File: config.mk
export PLATFORM = sky130hd
export DESIGN_NAME = parallel_slave_port
export DESIGN_NICKNAME = d
export VERILOG_FILES = /design/src/logic/slave_port_pkg.sv /design/src/logic/parallel_slave_port.sv
export SDC_FILE = /design/constraint.sdc
export NUM_CORES = 1
export LEC_CHECK = 0
export BUFFER_PORTS_ARGS = -buffer_cell sky130_fd_sc_hd__buf_2
export CAP_MARGIN = 0
export CORE_UTILIZATION = 49
export DETAILED_ROUTE_END_ITERATION = 6
export GPL_TIMING_DRIVEN = 1
export PLACE_DENSITY = 0.78
export SETUP_SLACK_MARGIN = 0.4
export SLEW_MARGIN = 20
export SYNTH_ARGS = -nofsm -noshare
export SYNTH_HDL_FRONTEND = slang
export SYNTH_SLANG_ARGS = --single-unit
File: constraint.sdc
create_clock -name clk -period 1.7 [get_ports clk]
set_input_delay 0.34 -clock clk [delete_from_list [all_inputs] [get_ports clk]]
set_output_delay 0.34 -clock clk [all_outputs]
set_load 0.1 [all_outputs]
File: src/logic/slave_port_pkg.sv
package slave_port_pkg;
  localparam int DATA_W = 8;
  localparam logic [7:0] LATCH_RESET = 8'h00;
  localparam logic [2:0] CTRL_DIR_INPUTS = 3'h7;
  // control pin positions within the low port e pins
  localparam int RD_BIT = 0;
  localparam int WR_BIT = 1;
  localparam int CS_BIT = 2;

  typedef struct packed {
    logic input_full_flag;
    logic output_full_flag;
    logic input_overflow_flag;
    logic port_event_flag;
  } port_status_t;

  typedef struct packed {
    logic [DATA_W-1:0] out;
    logic [DATA_W-1:0] oe;
  } pin_drive_t;
endpackage : slave_port_pkg

File: src/logic/parallel_slave_port.sv
// What this block does
// - mode select bit set turns the data port into an 8-bit slave port
// - master accesses the port asynchronously with active-low strobes, no clock
// - master writes land in rx_byte, master reads see the cpu-loaded latch: two separate 8-bit registers
// - in slave mode control pins zero, one, two are read, write, chip select
// - slave mode needs the three control pin direction bits set as inputs
// - write starts when chip select and write strobe first seen low
// - write ends when chip select or write strobe seen high
// - write end sets port event flag and input full flag
// - read drives latch onto pins and sets output full flag
// - cpu write during read drives new data without clearing output full
// - read end releases pins to input and sets port event flag
// - slave port only usable in microcontroller mode, no external memory
// - write while byte unread sets overflow flag, cleared only by software
// - mode select clear gives ordinary general purpose pin behaviour
// - input full means byte waiting; output full means master has started a read and cpu has not loaded a new byte since the read ended
`timescale 1ns/1ps
`default_nettype none
module parallel_slave_port
  import slave_port_pkg::*;
#(
  parameter int WIDTH = DATA_W
) (
  input wire logic clk,
  input wire logic arst_n,
  input wire logic slave_port_mode_select,
  input wire logic microcontroller_mode,
  input wire logic [2:0] control_pin_direction,
  input wire logic [WIDTH-1:0] data_port_pins_in,
  input wire logic [2:0] ctrl_pins_in,
  input wire logic [WIDTH-1:0] gpio_direction,
  input wire logic cpu_latch_write,
  input wire logic [WIDTH-1:0] cpu_latch_wdata,
  input wire logic cpu_data_read,
  input wire logic cpu_overflow_clear,
  input wire logic cpu_event_clear,
  output logic [WIDTH-1:0] data_port_pins_out,
  output logic [WIDTH-1:0] data_port_pins_oe,
  output logic [WIDTH-1:0] cpu_read_data,
  output port_status_t status
);

  // ==========================================================
  // input synchronisers
  logic [2:0] ctrl_meta;
  logic [2:0] ctrl_sync;
  logic [WIDTH-1:0] data_meta;
  logic [WIDTH-1:0] data_sync;

  always_ff @(posedge clk or negedge arst_n) begin
    if (!arst_n) begin
      ctrl_meta <= 3'h7;
      ctrl_sync <= 3'h7;
      data_meta <= '0;
      data_sync <= '0;
    end else begin
      ctrl_meta <= ctrl_pins_in;
      ctrl_sync <= ctrl_meta;
      data_meta <= data_port_pins_in;
      data_sync <= data_meta;
    end
  end

  // ==========================================================
  // strobe decode
  logic active;
  logic wr_now;
  logic rd_now;
  logic wr_prev;
  logic rd_prev;
  logic wr_end;
  logic rd_end;

  assign active = slave_port_mode_select && microcontroller_mode
                  && (control_pin_direction == CTRL_DIR_INPUTS);
  assign wr_now = active && !ctrl_sync[CS_BIT] && !ctrl_sync[WR_BIT];
  assign rd_now = active && !ctrl_sync[CS_BIT] && !ctrl_sync[RD_BIT];
  assign wr_end = wr_prev && !wr_now;
  assign rd_end = rd_prev && !rd_now;

  always_ff @(posedge clk or negedge arst_n) begin
    if (!arst_n) begin
      wr_prev <= 1'b0;
      rd_prev <= 1'b0;
    end else begin
      wr_prev <= wr_now;
      rd_prev <= rd_now;
    end
  end

  // ==========================================================
  // data latch
  logic [WIDTH-1:0] latch;
  logic [WIDTH-1:0] rx_byte;

  always_ff @(posedge clk or negedge arst_n) begin
    if (!arst_n) begin
      latch <= LATCH_RESET;
    end else if (cpu_latch_write) begin
      latch <= cpu_latch_wdata;
    end
  end

  // received byte captured while strobes held; data seen through sync
  always_ff @(posedge clk or negedge arst_n) begin
    if (!arst_n) begin
      rx_byte <= LATCH_RESET;
    end else if (wr_now) begin
      rx_byte <= data_sync;
    end
  end

  always_ff @(posedge clk or negedge arst_n) begin
    if (!arst_n) begin
      cpu_read_data <= LATCH_RESET;
    end else if (active) begin
      cpu_read_data <= rx_byte;
    end else begin
      cpu_read_data <= data_sync;
    end
  end

  // ==========================================================
  // pin drive
  // drive on read
  always_ff @(posedge clk or negedge arst_n) begin
    if (!arst_n) begin
      data_port_pins_out <= LATCH_RESET;
      data_port_pins_oe <= '0;
    end else begin
      data_port_pins_out <= cpu_latch_write ? cpu_latch_wdata : latch;
      if (slave_port_mode_select) begin
        data_port_pins_oe <= rd_now ? '1 : '0;
      end else begin
        data_port_pins_oe <= ~gpio_direction;
      end
    end
  end

  // ==========================================================
  // status flags; hardware set wins over clear
  // one flop per flag keeps each flag to a single driving process
  logic input_full;
  logic output_full;
  logic overflow;
  logic port_event;

  always_ff @(posedge clk or negedge arst_n) begin
    if (!arst_n) begin
      input_full <= 1'b0;
    end else if (wr_end) begin
      input_full <= 1'b1;
    end else if (cpu_data_read) begin
      input_full <= 1'b0;
    end
  end

  always_ff @(posedge clk or negedge arst_n) begin
    if (!arst_n) begin
      overflow <= 1'b0;
    end else if (wr_end && input_full && !cpu_data_read) begin
      overflow <= 1'b1;
    end else if (cpu_overflow_clear) begin
      overflow <= 1'b0;
    end
  end

  always_ff @(posedge clk or negedge arst_n) begin
    if (!arst_n) begin
      output_full <= 1'b0;
    end else if (rd_now && !rd_prev) begin
      output_full <= 1'b1;
    end else if (cpu_latch_write && !rd_now) begin
      output_full <= 1'b0;
    end
  end

  always_ff @(posedge clk or negedge arst_n) begin
    if (!arst_n) begin
      port_event <= 1'b0;
    end else if (wr_end || rd_end) begin
      port_event <= 1'b1;
    end else if (cpu_event_clear) begin
      port_event <= 1'b0;
    end
  end

  // flags gathered into the status word; every bit is a flop
  assign status = '{input_full_flag: input_full,
                    output_full_flag: output_full,
                    input_overflow_flag: overflow,
                    port_event_flag: port_event};
endmodule : parallel_slave_port
`default_nettype wire

==> flow_summary.json, run 1 <==
{
  "crit_slowest_cell": "or4_4",
  "cpPeakStageDelay_ns": 0.60,
  "cts_tree": "built",
  "postSynth.asyncResetShare_pct": 100,
  "cp-end-kind": "register",
  "p_seq_share_pct": 49.5,
  "crit_fanout": 6,
  "clock_power_share_pct": 32.7,
  "fin_crit_sh_pct": 83.0,
  "grt_usage_pct": 17.8,
  "hp-class": "in2async",
  "worst_slack_ns": 0.289,
  "pin_count": 66,
  "power_frac_comb_pct": 17.8,
  "max_freq_mhz": 708,
  "yosysUniqueCellTypes": 21,
  "die_x_um": 66.1,
  "clock_latency_ns": 0.31,
  "multiInputGateArea_um2": 459,
  "vias": 1189,
  "tightest_slew_ns": 0.294,
  "ys.warnings.count": 0,
  "cts.htree.levels": 3,
  "cpLargestDelayFamily": "simple AND/OR/NAND/NOR gates",
  "ys.flop_type": "dfrtp_1",
  "post_cts_buffers": 0,
  "clock_tree.root_cell": "clkbuf_8",
  "crit_arrival_ns": 1.60,
  "synth_most_common_cell": "dfrtp_1",
  "synth_fp_nets": 156,
  "yosysTopAreaCell": "dfrtp_1",
  "crit_path_start": "ctrl_sync[1]",
  "routed_wl_um": 3530,
  "grt_max_degree": 61,
  "path_buf_inv": 0,
  "ant_nets": 0,
  "cellPowerDensity_nw_per_um2": 1180,
  "gr-total-overflow": 0,
  "yosysSeqAreaShare_pct": 75.0,
  "swShare_pct": 28.9,
  "drive_gt1_share_pct": 58.7,
  "globalplace.congestion": 0.713,
  "drt-pass1-iter-count": 4,
  "r2r-end": "rx_byte[2]",
  "syn_inst": 118,
  "avgSynthCellArea_um2": 17.1,
  "irDropWorstVdd_mv": 0.973,
  "nets": 229,
  "fill_cells": 270,
  "r2r-start": "ctrl_sync[1]",
  "max-clock-path-buffers": 2,
  "r2r_slack_ns": 0.29,
  "syn_area_um2": 2010,
  "finClkSkew_ns": 0.00719,
  "period_minus_slack_ns": 1.41,
  "power_mw": 3.18,
  "ys_top_cells_by_count": "dfrtp_1 (54), mux2_2 (18), o21ai_0 (8)",
  "cts_hold_buf": 0,
  "yosysTopAreaCellShare_pct": 67.1,
  "p_leak_nw": 1.36,
  "postPlaceCellArea_um2": 2380,
  "grt_pass1_wl_um": 5470,
  "path_class": "reg2reg",
  "ys_seq_elements": 60,
  "cp.required_ns": 1.89,
  "design_area_um2": 2700,
  "synth_edf_count": 0,
  "die_h_um": 66.1,
  "grt_pass1_vias": 1257,
  "slew_violations": 0,
  "route.detailed.drc": 0,
  "ys_top_cells_by_area": "dfrtp_1 (67%), mux2_2 (10%), dfstp_2 (7.8%)",
  "status": "finished clean",
  "crit_end": "rx_byte[2]",
  "post-place-cells": 227,
  "setup_viol": 0,
  "path_cells": "or4_4 -> mux2_4",
  "crit_cells": 2,
  "fin_cells": 244,
  "dpl.hpwl_um": 2300,
  "post_drt_via_cell_ratio": 4.87,
  "tns_ns": 0,
  "drt-initial-drc-count": 84,
  "seq_area_um2": 1510,
  "max_cap_viol_count": 0,
  "portBuffers": 65,
  "max-slew-margin-rel_pct": 80.4,
  "antenna_found_initial": 0,
  "die_area_um2": 4370,
  "rsz0062_at_grt": "yes",
  "reg2reg_depth": 2,
  "clkTransAtPathRegs_ns": 0.06,
  "dpl_worst_slack_ns": 0.0794,
  "diodes": 0,
  "coreArea_um2": 3800,
  "wl_per_cell_um": 14.5,
  "p_sw_mw": 0.919,
  "finalHoldViolations": 0,
  "area_growth_syn_to_layout_pct": 34.1,
  "cts_buffers": 9,
  "cts_sinks": 60,
  "internal-power_mw": 2.26,
  "worstSetupStartpointType": "register",
  "num_rows": 22,
  "initial_core_util_pct": 53.0
}
worst min-delay path by stage:
stage / depth (start not counted) / start / slack [ns] / to
global route: 2 / arst_n / 0.04 / data_port_pins_out[2]
CTS: 2 / arst_n / 0.03 / data_port_pins_out[5]
global placement: 0 / data_meta[4] / 0.33 / data_sync[4]
detailed placement: 0 / data_meta[0] / 0.34 / data_sync[0]
finish: 2 / arst_n / 0.03 / data_port_pins_out[4]
floorplan: 0 / arst_n / 0.04 / cpu_read_data[0]
metal layers:
metal  global-route usage [%]  vias to the layer above  routed length (um)
met1                     19.6                      595                1330
met2                     30.4                       38                1990
li1                         -                      550                   -
met3                     5.52                        6                 135
met4                     9.84                        0                  68
met5                        0                        -                   0
worst register-to-register path, cell delays in order (launching register included):
cell     delay [ns]
dfstp_2        0.37
or4_4          0.60
mux2_4         0.33
cells in the final DEF, fill, tap and decap left out, types with 6 or more instances in the layout:
cell type,synthesis,routed
clkbuf_8,0,10
dfrtp_1,54,54
o21ai_0,8,8
buf_2,0,37
buf_4,5,17
mux2_4,6,6
buf_6,1,13
mux2_2,18,18
dfstp_2,6,6
stage by stage:
| step | hold slack (ns) | util (%) |
|---|---|---|
| 2_1_floorplan | 0.0444 | - |
| 3_3_place_gp | 0.333 | 62.8 |
| 3_5_place_dp | 0.337 | 62.8 |
| 4_1_cts | 0.0319 | 69.7 |
| 5_1_grt | 0.0418 | 71.1 |
| 6_report | 0.0301 | 71.1 |
power by group through the flow:
stage / clock network [mW] / logic (mW) / registers (mW)
after floorplan: 0 / 0.0932 / 1.88
after global placement: 0 / 0.515 / 1.58
after detailed placement: 0 / 0.525 / 1.59
after CTS: 1.06 / 0.558 / 1.57
after global routing: 1.14 / 0.589 / 1.58
final: 1.04 / 0.567 / 1.57
registers in the layout (all words and copies together), names as in the netlist:
register            count
cpu_read_data           8
data_meta               8
input_full              1
data_port_pins_out      8
data_sync               8
wr_prev                 1
output_full             1
rx_byte                 8
rd_prev                 1
data_port_pins_oe       8
ctrl_meta               3
overflow                1
ctrl_sync               3
port_event              1
what timing repair did:
| action | CTS | global route |
|---|---|---|
| setup endpoints to repair | 39 | 29 |
| cloned | 1 | 0 |
| pin swaps | 2 | 2 |
| resized for setup | 34 | 12 |
cell families (layout without fill, tap and decap cells):
logic type	after synthesis	in the layout	synth area share (%)
AO/OA/AOI/OAI	13	13	3.92
buffers and inverters	12	89	3.54
flip-flops	60	60	75.0
multiplexers	24	24	14.5
AND/OR/NAND/NOR	9	10	3.05
layout make-up:
class                      instances  area share (%)
clock inverter                     2           0.371
sequential                        60            55.9
tap                               48            2.22
timing repair buffer              69            18.3
multi-input combinational         47            17.0
clock buffer                      14            5.65
inverter                           4           0.556
Note: power is estimated with default switching activity, not from simulation.
==> run 2, diff against run 1 <==
==> constraint.sdc (replaced) <==
create_clock -name clk -period 1.3 [get_ports clk]
set_input_delay 0.26 -clock clk [delete_from_list [all_inputs] [get_ports clk]]
set_output_delay 0.26 -clock clk [all_outputs]
set_load 0.1 [all_outputs]
==> run 2 against run 1 <==
The run now ends with negative setup slack left. Hold slack lost 0.0029 ns. Critical endpoint unchanged. Cell area increased by 22%. Utilization up 16 points. Die area did not move. Power increased by 49%. Sequential share of layout area is 7.5 points lower. Clock power up 63%.
==> flow_summary.json, run 2 (same netlist as run 1, synthesis figures left out) <==
{
  "final_common_cell": "buf_2",
  "cellPowerDensity_nw_per_um2": 1440,
  "max_cap_viol_count": 0,
  "grt_pass1_wl_um": 8190,
  "route.detailed.drc": 0,
  "p_sw_mw": 1.37,
  "finalHoldViolations": 0,
  "period_minus_slack_ns": 1.43,
  "finClkSkew_ns": 0.00778,
  "gr-total-overflow": 0,
  "dpl.hpwl_um": 2930,
  "drt-initial-drc-count": 79,
  "design_area_um2": 3300,
  "vias": 1346,
  "cpPeakStageDelay_ns": 0.61,
  "max-slew-margin-rel_pct": 79.0,
  "grt_max_degree": 61,
  "grt_usage_pct": 28.1,
  "crit_arrival_ns": 1.65,
  "clock_tree.root_cell": "clkbuf_8",
  "cts_buffers": 9,
  "tns_ns": -1.21,
  "power_frac_comb_pct": 19.3,
  "violations": "negative setup slack",
  "cts.htree.levels": 3,
  "fin_crit_sh_pct": 110,
  "power_mw": 4.75,
  "die_x_um": 66.1,
  "path_cells": "or4_4 -> mux2_4",
  "p_seq_share_pct": 44.9,
  "die_area_um2": 4370,
  "clkTransAtPathRegs_ns": 0.07,
  "postPlaceCellArea_um2": 2920,
  "tightest_slew_ns": 0.316,
  "die_h_um": 66.1,
  "routed_wl_um": 5510,
  "grt_pass1_vias": 1489,
  "post_drt_via_cell_ratio": 5.30,
  "crit_fanout": 6,
  "fill_cells": 159,
  "antenna_found_initial": 0,
  "portBuffers": 65,
  "worstSetupStartpointType": "register",
  "final_cell_mix": "buf_2 (34), dfrtp_1 (30), buf_12 (29)",
  "path_class": "reg2reg",
  "cp.required_ns": 1.52,
  "cts_tree": "built",
  "ant_nets": 0,
  "multiInputGateArea_um2": 533,
  "wl_per_cell_um": 21.7,
  "rsz0062_at_grt": "yes",
  "max-clock-path-buffers": 2,
  "cp-end-kind": "register",
  "drt-pass1-iter-count": 4,
  "hp-class": "in2reg",
  "initial_core_util_pct": 53.0,
  "pin_count": 66,
  "dpl_worst_slack_ns": -0.255,
  "post-route-util_pct": 87.0,
  "max_freq_mhz": 698,
  "internal-power_mw": 3.38,
  "drive_gt1_share_pct": 79.6,
  "holdWs_ns": 0.0272,
  "irDropWorstVdd_mv": 1.03,
  "globalplace.congestion": 0.671,
  "swShare_pct": 28.9,
  "clock_power_share_pct": 35.7,
  "area_growth_syn_to_layout_pct": 64.1,
  "status": "finished, violations left",
  "diodes": 0,
  "crit_slowest_cell": "or4_4",
  "nets": 239,
  "slew_violations": 0,
  "num_rows": 22,
  "clock_latency_ns": 0.33,
  "p_leak_nw": 1.52,
  "fin_cells": 254,
  "cts_sinks": 60,
  "setup_viol": 12,
  "worst_slack_ns": -0.133,
  "post-place-cells": 229,
  "seq_area_um2": 1600,
  "coreArea_um2": 3800
}
## run 2: layer usage
metal | track usage (%) | wire, um
met5 | 0 | 0
met4 | 14.1 | 187
met3 | 7.93 | 243
met2 | 50.9 | 3030
met1 | 29.6 | 2050
## run 2: power groups by stage
stage               sequential [mW]  clock, mW  combinational (mW)
global route                   2.14       1.82               0.946
floorplan                      2.51          0               0.123
detailed placement             2.15          0               0.874
global placement               2.14          0               0.855
CTS                            2.13       1.69               0.908
finish                         2.13       1.70               0.918
## run 2: area by class of cell
type	instances	share of cell area (%)
repair buffers	79	27.0
multi-input cells	47	16.1
clock buffers	12	4.70
inverters	4	0.530
well taps	48	1.82
clock inverters	4	1.44
flip-flops and latches	60	48.4
## run 2: critical path, delay by kind of cell, from the launching register on
kind,cells,cell delay (ns)
muxes,1,0.32
DFF,1,0.39
and+or+nand+nor,1,0.61
## run 2: what timing repair did
action,CTS,global route
cloned,2,0
setup buffers,2,4
endpoints found under the hold margin,54,0
hold buffers,1,0
setup endpoints to repair,58,59
resized for setup,32,5
pin swaps,8,2
## run 2: path summary, 6_finish.rpt
path	start	slack, ns	end	depth (start not counted)
worst max-delay path	ctrl_sync[2]	-0.13	rx_byte[2]	2
worst min-delay path	data_port_pins_in[7]	0.03	data_meta[7]	1
worst max register to register	ctrl_sync[2]	-0.13	rx_byte[2]	2
worst min register to register	data_meta[6]	0.35	data_sync[6]	0
max in group asynchronous	arst_n	0.54	ctrl_sync[1]	3
min in group asynchronous	arst_n	0.44	data_port_pins_oe[3]	3
